`src/common/ext_bus_pkg.sv`:
```
package ext_bus_pkg;

   localparam int AW = 16;
   localparam int DW = 16;
   localparam int GLOBAL_AW = 15;
   localparam logic FLAG_RST = 1'b1;
   localparam logic [AW-1:0] ADDR_RST = 16'h0000;
   localparam logic [DW-1:0] DATA_RST = 16'h0000;

   typedef enum logic [1:0] {
      SP_PROG = 2'b00,
      SP_DATA = 2'b01,
      SP_IO = 2'b10,
      SP_GLOBAL = 2'b11
   } space_e;

   // Global space only spans 32K words, so the top address pin stays low
   function automatic logic [AW-1:0] pin_addr(input space_e sp, input logic [AW-1:0] a);
      if (sp == SP_GLOBAL) begin
         pin_addr = {{(AW-GLOBAL_AW){1'b0}}, a[GLOBAL_AW-1:0]};
      end else begin
         pin_addr = a;
      end
   endfunction

endpackage

```
`src/common/ram_access_if.sv`:
```
`timescale 1ns/100ps
interface ram_access_if;
   import ext_bus_pkg::*;
   logic hold_active;
   logic req_n;
   logic sel_n;
   logic rd;
   logic [AW-1:0] addr;
   logic [DW-1:0] wdata;
   logic grant;
   logic rd_oe;
   logic [DW-1:0] rd_data;
   logic ram_en;
   logic ram_we;
   logic [AW-1:0] ram_addr;
   logic [DW-1:0] ram_wdata;
   logic [DW-1:0] ram_rdata;

   modport bus (
      output hold_active, req_n, sel_n, rd, addr, wdata, ram_rdata,
      input grant, rd_oe, rd_data, ram_en, ram_we, ram_addr, ram_wdata
   );
   modport ram (
      input hold_active, req_n, sel_n, rd, addr, wdata, ram_rdata,
      output grant, rd_oe, rd_data, ram_en, ram_we, ram_addr, ram_wdata
   );
endinterface

```
`src/core/ext_ram_access.sv`:
```
`timescale 1ns/100ps
module ext_ram_access
   import ext_bus_pkg::*;
(
   // Clock and reset
   input wire logic ref_clk,
   input wire logic arst_n,
   input wire logic ce,
   // Link to the bus controller
   ram_access_if.ram acc
);

   logic grant_ff;
   logic sel_prev_ff;
   logic rd_pend_ff;
   logic en_ff;
   logic we_ff;
   logic [AW-1:0] addr_ff;
   logic [DW-1:0] wdata_ff;
   logic [DW-1:0] rdata_ff;
   logic access;

   // Strobe is sampled, so one access per falling edge however long it is held
   assign access = grant_ff && sel_prev_ff && !acc.sel_n;

   always_ff @(posedge ref_clk or negedge arst_n) begin
      if (!arst_n) begin
         grant_ff <= 1'b0;
         sel_prev_ff <= 1'b1;
      end else if (ce) begin
         grant_ff <= acc.hold_active && !acc.req_n;
         sel_prev_ff <= acc.sel_n;
      end
   end

   always_ff @(posedge ref_clk or negedge arst_n) begin
      if (!arst_n) begin
         en_ff <= 1'b0;
         we_ff <= 1'b0;
         rd_pend_ff <= 1'b0;
         addr_ff <= ADDR_RST;
         wdata_ff <= DATA_RST;
      end else if (ce) begin
         en_ff <= access;
         we_ff <= access && !acc.rd;
         rd_pend_ff <= en_ff && !we_ff;
         if (access) begin
            addr_ff <= acc.addr;
            wdata_ff <= acc.wdata;
         end
      end
   end

   // RAM data is taken in the same cycle as the enable
   always_ff @(posedge ref_clk or negedge arst_n) begin
      if (!arst_n) begin
         rdata_ff <= DATA_RST;
      end else if (ce && en_ff && !we_ff) begin
         rdata_ff <= acc.ram_rdata;
      end
   end

   assign acc.grant = grant_ff;
   assign acc.rd_oe = grant_ff && !acc.sel_n && acc.rd;
   assign acc.rd_data = rdata_ff;
   assign acc.ram_en = en_ff;
   assign acc.ram_we = we_ff;
   assign acc.ram_addr = addr_ff;
   assign acc.ram_wdata = wdata_ff;
endmodule

```
`src/core/dsp_ext_bus_ctrl.sv`:
```
`timescale 1ns/100ps
module dsp_ext_bus_ctrl
   import ext_bus_pkg::*;
(
   // Clock, reset, enable
   input wire logic ref_clk,
   input wire logic arst_n,
   input wire logic ce,
   // Core access request
   input wire logic core_req,
   input wire logic core_wr,
   input wire logic core_fetch,
   input wire logic core_vector,
   input wire space_e core_space,
   input wire logic [AW-1:0] core_addr,
   input wire logic [DW-1:0] core_wdata,
   output logic core_done,
   output logic [DW-1:0] core_rdata,
   // Core flag and branch test
   input wire logic flag_set,
   input wire logic flag_clr,
   input wire logic st1_wr,
   input wire logic st1_flag,
   input wire logic bio_sample,
   output logic bio_take,
   // On-chip RAM port for external access
   output logic ram_en,
   output logic ram_we,
   output logic [AW-1:0] ram_addr,
   output logic [DW-1:0] ram_wdata,
   input wire logic [DW-1:0] ram_rdata,
   // Input pins
   input wire logic float_n,
   input wire logic hold_request_n,
   input wire logic ready,
   input wire logic branch_test_input_n,
   // Address and data pins
   output logic [AW-1:0] addr_o,
   output logic addr_oe,
   input wire logic [AW-1:0] addr_i,
   output logic [DW-1:0] data_o,
   output logic data_oe,
   input wire logic [DW-1:0] data_i,
   // Memory control pins
   output logic prog_sel_n,
   output logic data_sel_n,
   output logic io_sel_n,
   output logic space_oe,
   output logic read_sel_n,
   output logic read_oe,
   output logic write_strobe_n,
   output logic write_strobe_oe,
   output logic rw_o,
   output logic rw_oe,
   input wire logic rw_i,
   output logic bus_cycle_select_n_o,
   output logic bus_cycle_select_oe,
   input wire logic bus_cycle_select_n_i,
   // Multiprocessing pins
   output logic global_bus_request_n_o,
   output logic global_bus_request_oe,
   input wire logic global_bus_request_n_i,
   output logic bus_hold_grant_n,
   output logic bus_hold_grant_oe,
   output logic instr_fetch_indicator_n,
   output logic instr_fetch_oe,
   output logic external_flag_out,
   output logic external_flag_oe,
   output logic interrupt_grant_n,
   output logic interrupt_grant_oe
);

   typedef enum logic [1:0] {
      ST_IDLE = 2'b00,
      ST_CYCLE = 2'b01,
      ST_END = 2'b10,
      ST_HOLD = 2'b11
   } bus_state_e;

   bus_state_e state_ff;
   bus_state_e nxt_state;
   logic wr_ff;
   logic fetch_ff;
   logic vec_ff;
   space_e space_ff;
   logic [AW-1:0] addr_ff;
   logic [DW-1:0] wdata_ff;
   logic [DW-1:0] rdata_ff;
   logic flag_ff;
   logic bio_ff;
   logic in_cycle;
   logic active;
   logic in_hold;
   logic drive;
   logic launch;

   ram_access_if acc ();

   ext_ram_access u_ram_access (
      .ref_clk(ref_clk),
      .arst_n(arst_n),
      .ce(ce),
      .acc(acc.ram)
   );

   assign in_cycle = (state_ff == ST_CYCLE);
   assign active = in_cycle || (state_ff == ST_END);
   assign in_hold = (state_ff == ST_HOLD);
   // Hold is only taken between cycles, so a started access always completes
   assign drive = float_n && !in_hold;
   assign launch = (state_ff == ST_IDLE) && hold_request_n && core_req;

   always_comb begin
      nxt_state = state_ff;
      unique case (state_ff)
         ST_IDLE: begin
            if (!hold_request_n) begin
               nxt_state = ST_HOLD;
            end else if (core_req) begin
               nxt_state = ST_CYCLE;
            end
         end
         ST_CYCLE: begin
            if (ready) begin
               nxt_state = ST_END;
            end
         end
         ST_END: begin
            nxt_state = ST_IDLE;
         end
         // Hold lasts exactly as long as the requester keeps it, with no limit of its own
         ST_HOLD: begin
            if (hold_request_n) begin
               nxt_state = ST_IDLE;
            end
         end
      endcase
   end

   always_ff @(posedge ref_clk or negedge arst_n) begin
      if (!arst_n) begin
         state_ff <= ST_IDLE;
      end else if (ce) begin
         state_ff <= nxt_state;
      end
   end

   // Request fields are captured once so the core may change them after done
   always_ff @(posedge ref_clk or negedge arst_n) begin
      if (!arst_n) begin
         wr_ff <= 1'b0;
         fetch_ff <= 1'b0;
         vec_ff <= 1'b0;
         space_ff <= SP_PROG;
         addr_ff <= ADDR_RST;
         wdata_ff <= DATA_RST;
      end else if (ce && launch) begin
         wr_ff <= core_wr;
         fetch_ff <= core_fetch;
         vec_ff <= core_vector;
         space_ff <= core_space;
         addr_ff <= pin_addr(core_space, core_addr);
         wdata_ff <= core_wdata;
      end
   end

   always_ff @(posedge ref_clk or negedge arst_n) begin
      if (!arst_n) begin
         rdata_ff <= DATA_RST;
      end else if (ce && in_cycle && ready && !wr_ff) begin
         rdata_ff <= data_i;
      end
   end

   // Status write wins over set and clear; no hardware event touches the flag
   always_ff @(posedge ref_clk or negedge arst_n) begin
      if (!arst_n) begin
         flag_ff <= FLAG_RST;
      end else if (ce) begin
         if (st1_wr) begin
            flag_ff <= st1_flag;
         end else if (flag_set) begin
            flag_ff <= 1'b1;
         end else if (flag_clr) begin
            flag_ff <= 1'b0;
         end
      end
   end

   // Sampled only on request, so the result stays put for the branch decision
   always_ff @(posedge ref_clk or negedge arst_n) begin
      if (!arst_n) begin
         bio_ff <= 1'b0;
      end else if (ce && bio_sample) begin
         bio_ff <= !branch_test_input_n;
      end
   end

   assign core_done = (state_ff == ST_END);
   assign core_rdata = rdata_ff;
   assign bio_take = bio_ff;

   assign acc.hold_active = in_hold;
   assign acc.req_n = global_bus_request_n_i;
   assign acc.sel_n = bus_cycle_select_n_i;
   assign acc.rd = rw_i;
   assign acc.addr = addr_i;
   assign acc.wdata = data_i;
   assign acc.ram_rdata = ram_rdata;
   assign ram_en = acc.ram_en;
   assign ram_we = acc.ram_we;
   assign ram_addr = acc.ram_addr;
   assign ram_wdata = acc.ram_wdata;

   assign addr_o = addr_ff;
   assign addr_oe = drive;
   assign data_o = in_hold ? acc.rd_data : wdata_ff;
   // Data stays driven through the end cycle to cover the strobe's rising edge
   assign data_oe = float_n && ((drive && active && wr_ff) || (in_hold && acc.rd_oe));
   assign prog_sel_n = !(active && space_ff == SP_PROG);
   assign data_sel_n = !(active && (space_ff == SP_DATA || space_ff == SP_GLOBAL));
   assign io_sel_n = !(active && space_ff == SP_IO);
   assign space_oe = drive;
   assign read_sel_n = !(in_cycle && !wr_ff);
   assign read_oe = drive;
   assign write_strobe_n = !(in_cycle && wr_ff);
   assign write_strobe_oe = drive;
   assign rw_o = !(active && wr_ff);
   assign rw_oe = drive;
   assign bus_cycle_select_n_o = !in_cycle;
   assign bus_cycle_select_oe = drive;
   assign global_bus_request_n_o = !(active && space_ff == SP_GLOBAL);
   assign global_bus_request_oe = drive;
   assign bus_hold_grant_n = !in_hold;
   assign bus_hold_grant_oe = float_n;
   // In hold the fetch pin turns into the grant for external RAM access
   assign instr_fetch_indicator_n = in_hold ? !acc.grant : !(active && fetch_ff);
   assign instr_fetch_oe = float_n;
   assign external_flag_out = flag_ff;
   assign external_flag_oe = float_n;
   assign interrupt_grant_n = !(active && vec_ff);
   assign interrupt_grant_oe = float_n;
endmodule

```
`config.mk`:
```
export PLATFORM = sky130hd
export DESIGN_NAME = dsp_ext_bus_ctrl
export DESIGN_NICKNAME = d
export VERILOG_FILES = /design/src/common/ext_bus_pkg.sv /design/src/common/ram_access_if.sv /design/src/core/ext_ram_access.sv /design/src/core/dsp_ext_bus_ctrl.sv
export SDC_FILE = /design/constraint.sdc
export NUM_CORES = 1
export LEC_CHECK = 0
export ABC_AREA = 1
export BUFFER_PORTS_ARGS = -buffer_cell sky130_fd_sc_hd__buf_2
export CAP_MARGIN = 15
export CORE_ASPECT_RATIO = 1.2
export CORE_MARGIN = 2
export CORE_UTILIZATION = 47
export DETAILED_ROUTE_END_ITERATION = 10
export PLACE_DENSITY_LB_ADDON = 0.15
export SLEW_MARGIN = 10
export SYNTH_ARGS = -nofsm -noshare
export SYNTH_HDL_FRONTEND = slang
export SYNTH_SLANG_ARGS = --single-unit
```
`constraint.sdc`:
```
create_clock -name ref_clk -period 1.7 [get_ports ref_clk]
set_input_delay 0.255 -clock ref_clk [delete_from_list [all_inputs] [get_ports ref_clk]]
set_output_delay 0.255 -clock ref_clk [all_outputs]
set_load 0.05 [all_outputs]
```
* Yosys cells after proc, flatten, opt, wreduce, memory -nomap -nowiden
Cells that the tools add are included.
Widths: inputs -> output; s select.
** Operators by class
- Equal/unequal tests :: 10
- Multiplexer cells :: 11
- Reductions and logical operators :: 56
** Operators by type and width (number)
- $mux 16 :: 2
- $logic_and 1x1->1 :: 29
- $logic_not 1->1 :: 18
- $eq 2x2->1 const B :: 5
- $mux 2 :: 4
- $pmux 2 s4 :: 1
- $eq 2x1->1 const B :: 2
- $logic_not 2->1 :: 2
- $mux 1 :: 4
- $ne 2x2->1 const B :: 2
- $reduce_and 2->1 :: 2
- $reduce_and 4->1 :: 1
- $logic_or 1x1->1 :: 3
- $ne 3x3->1 const B :: 1
- $reduce_bool 3->1 :: 1
** Word-level totals
- Bits in registers :: 109
- Output and inout port bits :: 108
- Word-level logic and storage cells :: 94

* Depth between registers and ports, before layout
- Depth after elaboration :: 7
- Mapped depth :: 8

* Hierarchy
From an unflattened synthesis, not the netlist that was laid out.
** Second synthesis, totals
- Cell total of the unflattened synthesis :: 557
- Area total of the unflattened synthesis :: 4793.3 µm²
** Modules (own cells, without submodules)
- dsp_ext_bus_ctrl :: instances 1, cells an instance 330, area each 2692.6 µm²
- ext_ram_access :: instances 1, cells an instance 227, area each 2100.8 µm²

* Least setup slack after synthesis
No wires, ideal clock.
- Path kind :: flip-flop to output port
- From :: register state_ff[0]
- To :: output data_oe
- Arrival time :: 2.188 ns
- Required time :: 1.445 ns
- Path slack :: -0.743 ns
- Cell stages (with the launch flop) :: 6
- Cell sequence :: dfrtp_1 -> ha_1 -> clkbuf_1 -> nor2_1 -> nand3_1 -> o31ai_1
** Between the ends
- Cells in the longest elaborated chain, start to end :: 7
- Elaborated cells between the ends (all ways) :: 11
** Ends and longest elaborated chain
- start: declaration :: line dsp_ext_bus_ctrl.sv:80 : bus_state_e state_ff;
- start signal: assignment :: line dsp_ext_bus_ctrl.sv:144 : state_ff <= nxt_state;
- $eq 2x2->1 :: line dsp_ext_bus_ctrl.sv:108 : assign in_hold = (state_ff == ST_HOLD);
- $logic_not 1->1 :: line dsp_ext_bus_ctrl.sv:110 : assign drive = float_n && !in_hold;
- $logic_and 1x1->1 :: line dsp_ext_bus_ctrl.sv:110
- named net addr_oe :: line dsp_ext_bus_ctrl.sv:39 : output logic addr_oe,
- $logic_and 1x1->1 (2 in a row) :: line dsp_ext_bus_ctrl.sv:219 : assign data_oe = float_n && ((drive && active && wr_ff) || (in_hold && acc.rd_oe));
- $logic_or 1x1->1 :: line dsp_ext_bus_ctrl.sv:219
- $logic_and 1x1->1 :: line dsp_ext_bus_ctrl.sv:219
- end: declaration :: line dsp_ext_bus_ctrl.sv:42 : output logic data_oe,
The timed path passes the listed nets, and every way through them passes these cells.

* Worst setup path after layout
- From :: register state_ff[0]
- To :: output data_o[8]
** Between the ends
- Cells in the longest elaborated chain, start to end :: 2
** Ends and longest elaborated chain
- $eq 2x2->1 :: line dsp_ext_bus_ctrl.sv:108
- $mux 16 :: line dsp_ext_bus_ctrl.sv:217 : assign data_o = in_hold ? acc.rd_data : wdata_ff;
- end: declaration :: line dsp_ext_bus_ctrl.sv:41 : output logic [DW-1:0] data_o,
Every way passes these cells.

==> metrics.md <==
| Metric | Value |
|---|---|
| Status | finished, violations left |
| Violated checks | setup timing |
| All-Layer GR Usage | 20.9% |
| Initial antenna violation count | 0 |
| Final setup fails | 31 |
| Total grt overflow | 0 |
| Hold Crit Class | in2reg |
| Reg2reg end | addr_o[2] |
| Top post-synthesis cells by area | dfrtp_1 (56%), nand2_1 (14%), o21ai_0 (7.2%) |
| 1st-pass router iterations | 4 |
| Minimum clock period | 1.81 ns |
| Nets | 840 |
| Core area | 9960 um2 |
| Post-Syn Nets | 640 |
| Syn Area/Cell | 8.94 um2 |
| Final HPWL DP | 8.21 mm |
| Mapped Cells | 534 |
| Reg2reg setup slack | 0.14 ns |
| CTS Buffer Depth | 2 |
| Sequential cell area | 2730 um2 |
| Synth Cell Area | 4770 um2 |
| Top-area cell type share of the netlist area | 56.1% |
| Critical Path Start Type | register |
| CP arrival | 1.56 ns |
| Initial Util | 47.9% |
| GP Congestion | 0.780 |
| Hold Path Stages | 2 |
| Yosys cell types | 24 |
| Critical Path Fanout Max | 16 |
| Die height | 114 um |
| Final Hold Fails | 0 |
| H-tree levels | 3 |
| DIE WIDTH | 96.0 um |
| CTS root buf | clkbuf_16 |
| Io pins | 209 |
| Post-synthesis sequential area ratio | 57.2% |
| Routed Antenna Nets | 0 |
| Clock tree sinks | 109 |
| Worst r2r src | state_ff[1] |
| Rows | 40 |
| Tcrit/Tclk final | 107% |
| Clk pin slew, worst setup/hold paths | 0.06 ns |
| RSZ-0062 raised after global routing | yes |
| DR iter-0 viols | 143 |
| N_diodes | 0 |
| WL/cell | 13.5 um |
| Max_slew headroom | 77.9% |
| Clk_skew | 0.00696 ns |
| Leading area contributor after synthesis | dfrtp_1 |
| Setup_tns | -2.48 ns |
| Slew Limit Fails | 0 |
| Fmax | 0.552 GHz |
| Clk_lat worst skew | 0.34 ns |
| Area Growth Syn to Fin | 40.9% |
| Via density | 4.71 |
| Ys Warns | 0 |
| R2R depth | 7 |
| Vias | 4069 |
| Hold path endpoint | u_ram_access.acc.grant |
| Max rail drop VDD | 1.41 mV |
| TritonCTS Buffers | 9 |
| Total Wirelength | 11.7 mm |
| Setup ws final | -0.113 ns |
| Multi-input gate area | 1680 um2 |
| MaxCap Viol Count | 0 |
| Vias in the first global route | 3775 |
| Hold wc startpoint | global_bus_request_n_i |
| Maximum number of pins on one net before global-route repair | 67 |
| Setup crit end kind | output pin |
| Leak pwr | 3.70 nW |
| DIE AREA | 11000 um2 |
| Global-route wire length before repair | 17.9 mm |
| Port bufs | 208 |
| Critical path class | reg2out |
| Share of layout cells above drive strength 1 | 41.2% |
| TritonCTS clock tree | done |
| Pwr dens | 2300 nW/um2 |
| Dpl cells | 844 |
| Worst-margin pin slew | 0.331 ns |
| Yosys reg bits | 109 |
| DRC | 0 |
| FILL cells | 809 |
| Crit path required time | 1.44 ns |
| Final Non-Filler Cells | 864 |
==> registers in the layout, summed over array words and instances, names as in the netlist, 2 cells and up <==
signal                      count
addr_o                         16
core_rdata                     16
u_ram_access.acc.ram_addr      16
u_ram_access.acc.ram_wdata     16
u_ram_access.acc.rd_data       16
wdata_ff                       16
space_ff                        2
state_ff                        2
==> worst max-delay path, cell delays in order, from the launching register on <==
cell	delay, ns
dfrtp_2	0.45
ha_4	0.24
buf_16	0.18
o21ai_2	0.17
buf_6	0.18
==> cells in the mapped netlist (all sizes together) <==
| library cell | instances |
|---|---|
| o31ai | 2 |
| o21bai | 2 |
| o22ai | 1 |
| nand2 | 172 |
| a21oi | 1 |
| a31oi | 2 |
| nor2 | 9 |
| dfstp | 2 |
| nor3 | 1 |
| buf | 24 |
| o21ai | 102 |
| ha | 5 |
| inv | 81 |
| nand3 | 11 |
| clkbuf | 12 |
| dfrtp | 107 |
==> area by class of cell <==
type	instances	share of cell area, %
sequential	109	40.6
multi-input combinational	308	25.0
timing repair buffer	225	22.9
inverter	81	4.61
clock buffer	11	3.46
tap	126	2.34
clock inverter	4	1.10
==> cell usage in the layout (no fill, tap or decap), drive strengths merged <==
master,Yosys,final
dfrtp,107,107
dlygate4sd3,0,1
dfstp,2,2
nor2,9,9
bufinv,0,2
buf,24,224
o21ai,102,102
nand2,172,172
nand3,11,11
o22ai,1,1
o31ai,2,2
o21bai,2,2
nor3,1,1
inv,81,80
ha,5,5
a21oi,1,1
a31oi,2,2
clkinv,0,2
clkinvlp,0,1
clkbuf,12,11
==> metal layers <==
layer	vias to the layer above	GRT usage [%]	part of all wire, %
li1	2035	-	-
met1	1901	25.9	41
met2	123	35.7	51
met3	10	5.53	6.9
met4	0	6.00	1.1
met5	-	0	0
==> power by group <==
part	switching (mW)	total [mW]	internal (mW)
clock	0.892	2.18	1.29
sequential	0.651	4.47	3.82
combinational	6.24	8.80	2.55
==> how the worst max path moves through the flow <==
stage / startpoint / to / slack (ns) / cells after the start
after floorplan: state_ff[0] / data_o[12] / -0.07 / 4
after global placement: state_ff[1] / data_oe / 0.11 / 5
after detailed placement: state_ff[1] / data_oe / 0.05 / 5
after CTS: state_ff[1] / data_oe / -0.13 / 4
after global routing: state_ff[1] / read_sel_n / -0.17 / 6
final: state_ff[0] / data_o[8] / -0.11 / 4
==> what timing repair did <==
action	CTS	global route
resized for setup	94	15
endpoints found under the hold margin	11	0
cloned	1	0
setup endpoints to repair	34	37
buffers inserted	3	0
pin swaps	2	5
hold buffers	1	0
==> through the flow <==
step,utilization [%],cell area [um2],worst slack [ns],power [mW],hold slack (ns)
global route,67.5,6730,-0.169,16.2,0.0902
floorplan,-,4890,-0.0702,10.5,-0.0406
finish,67.5,6730,-0.113,15.4,0.0970
global placement,60.1,5990,0.107,12.2,0.121
CTS,66.9,6670,-0.126,15.4,0.0863
detailed placement,60.1,5990,0.0486,12.3,0.125
==> cell families after synthesis <==
kind of cell / synth area share [%]
buf+inv: 11.9
compound gates: 13.6
fa+ha+maj: 1.31
simple gates: 16.0
flops: 57.2
Power figures use the tool's default switching activity.
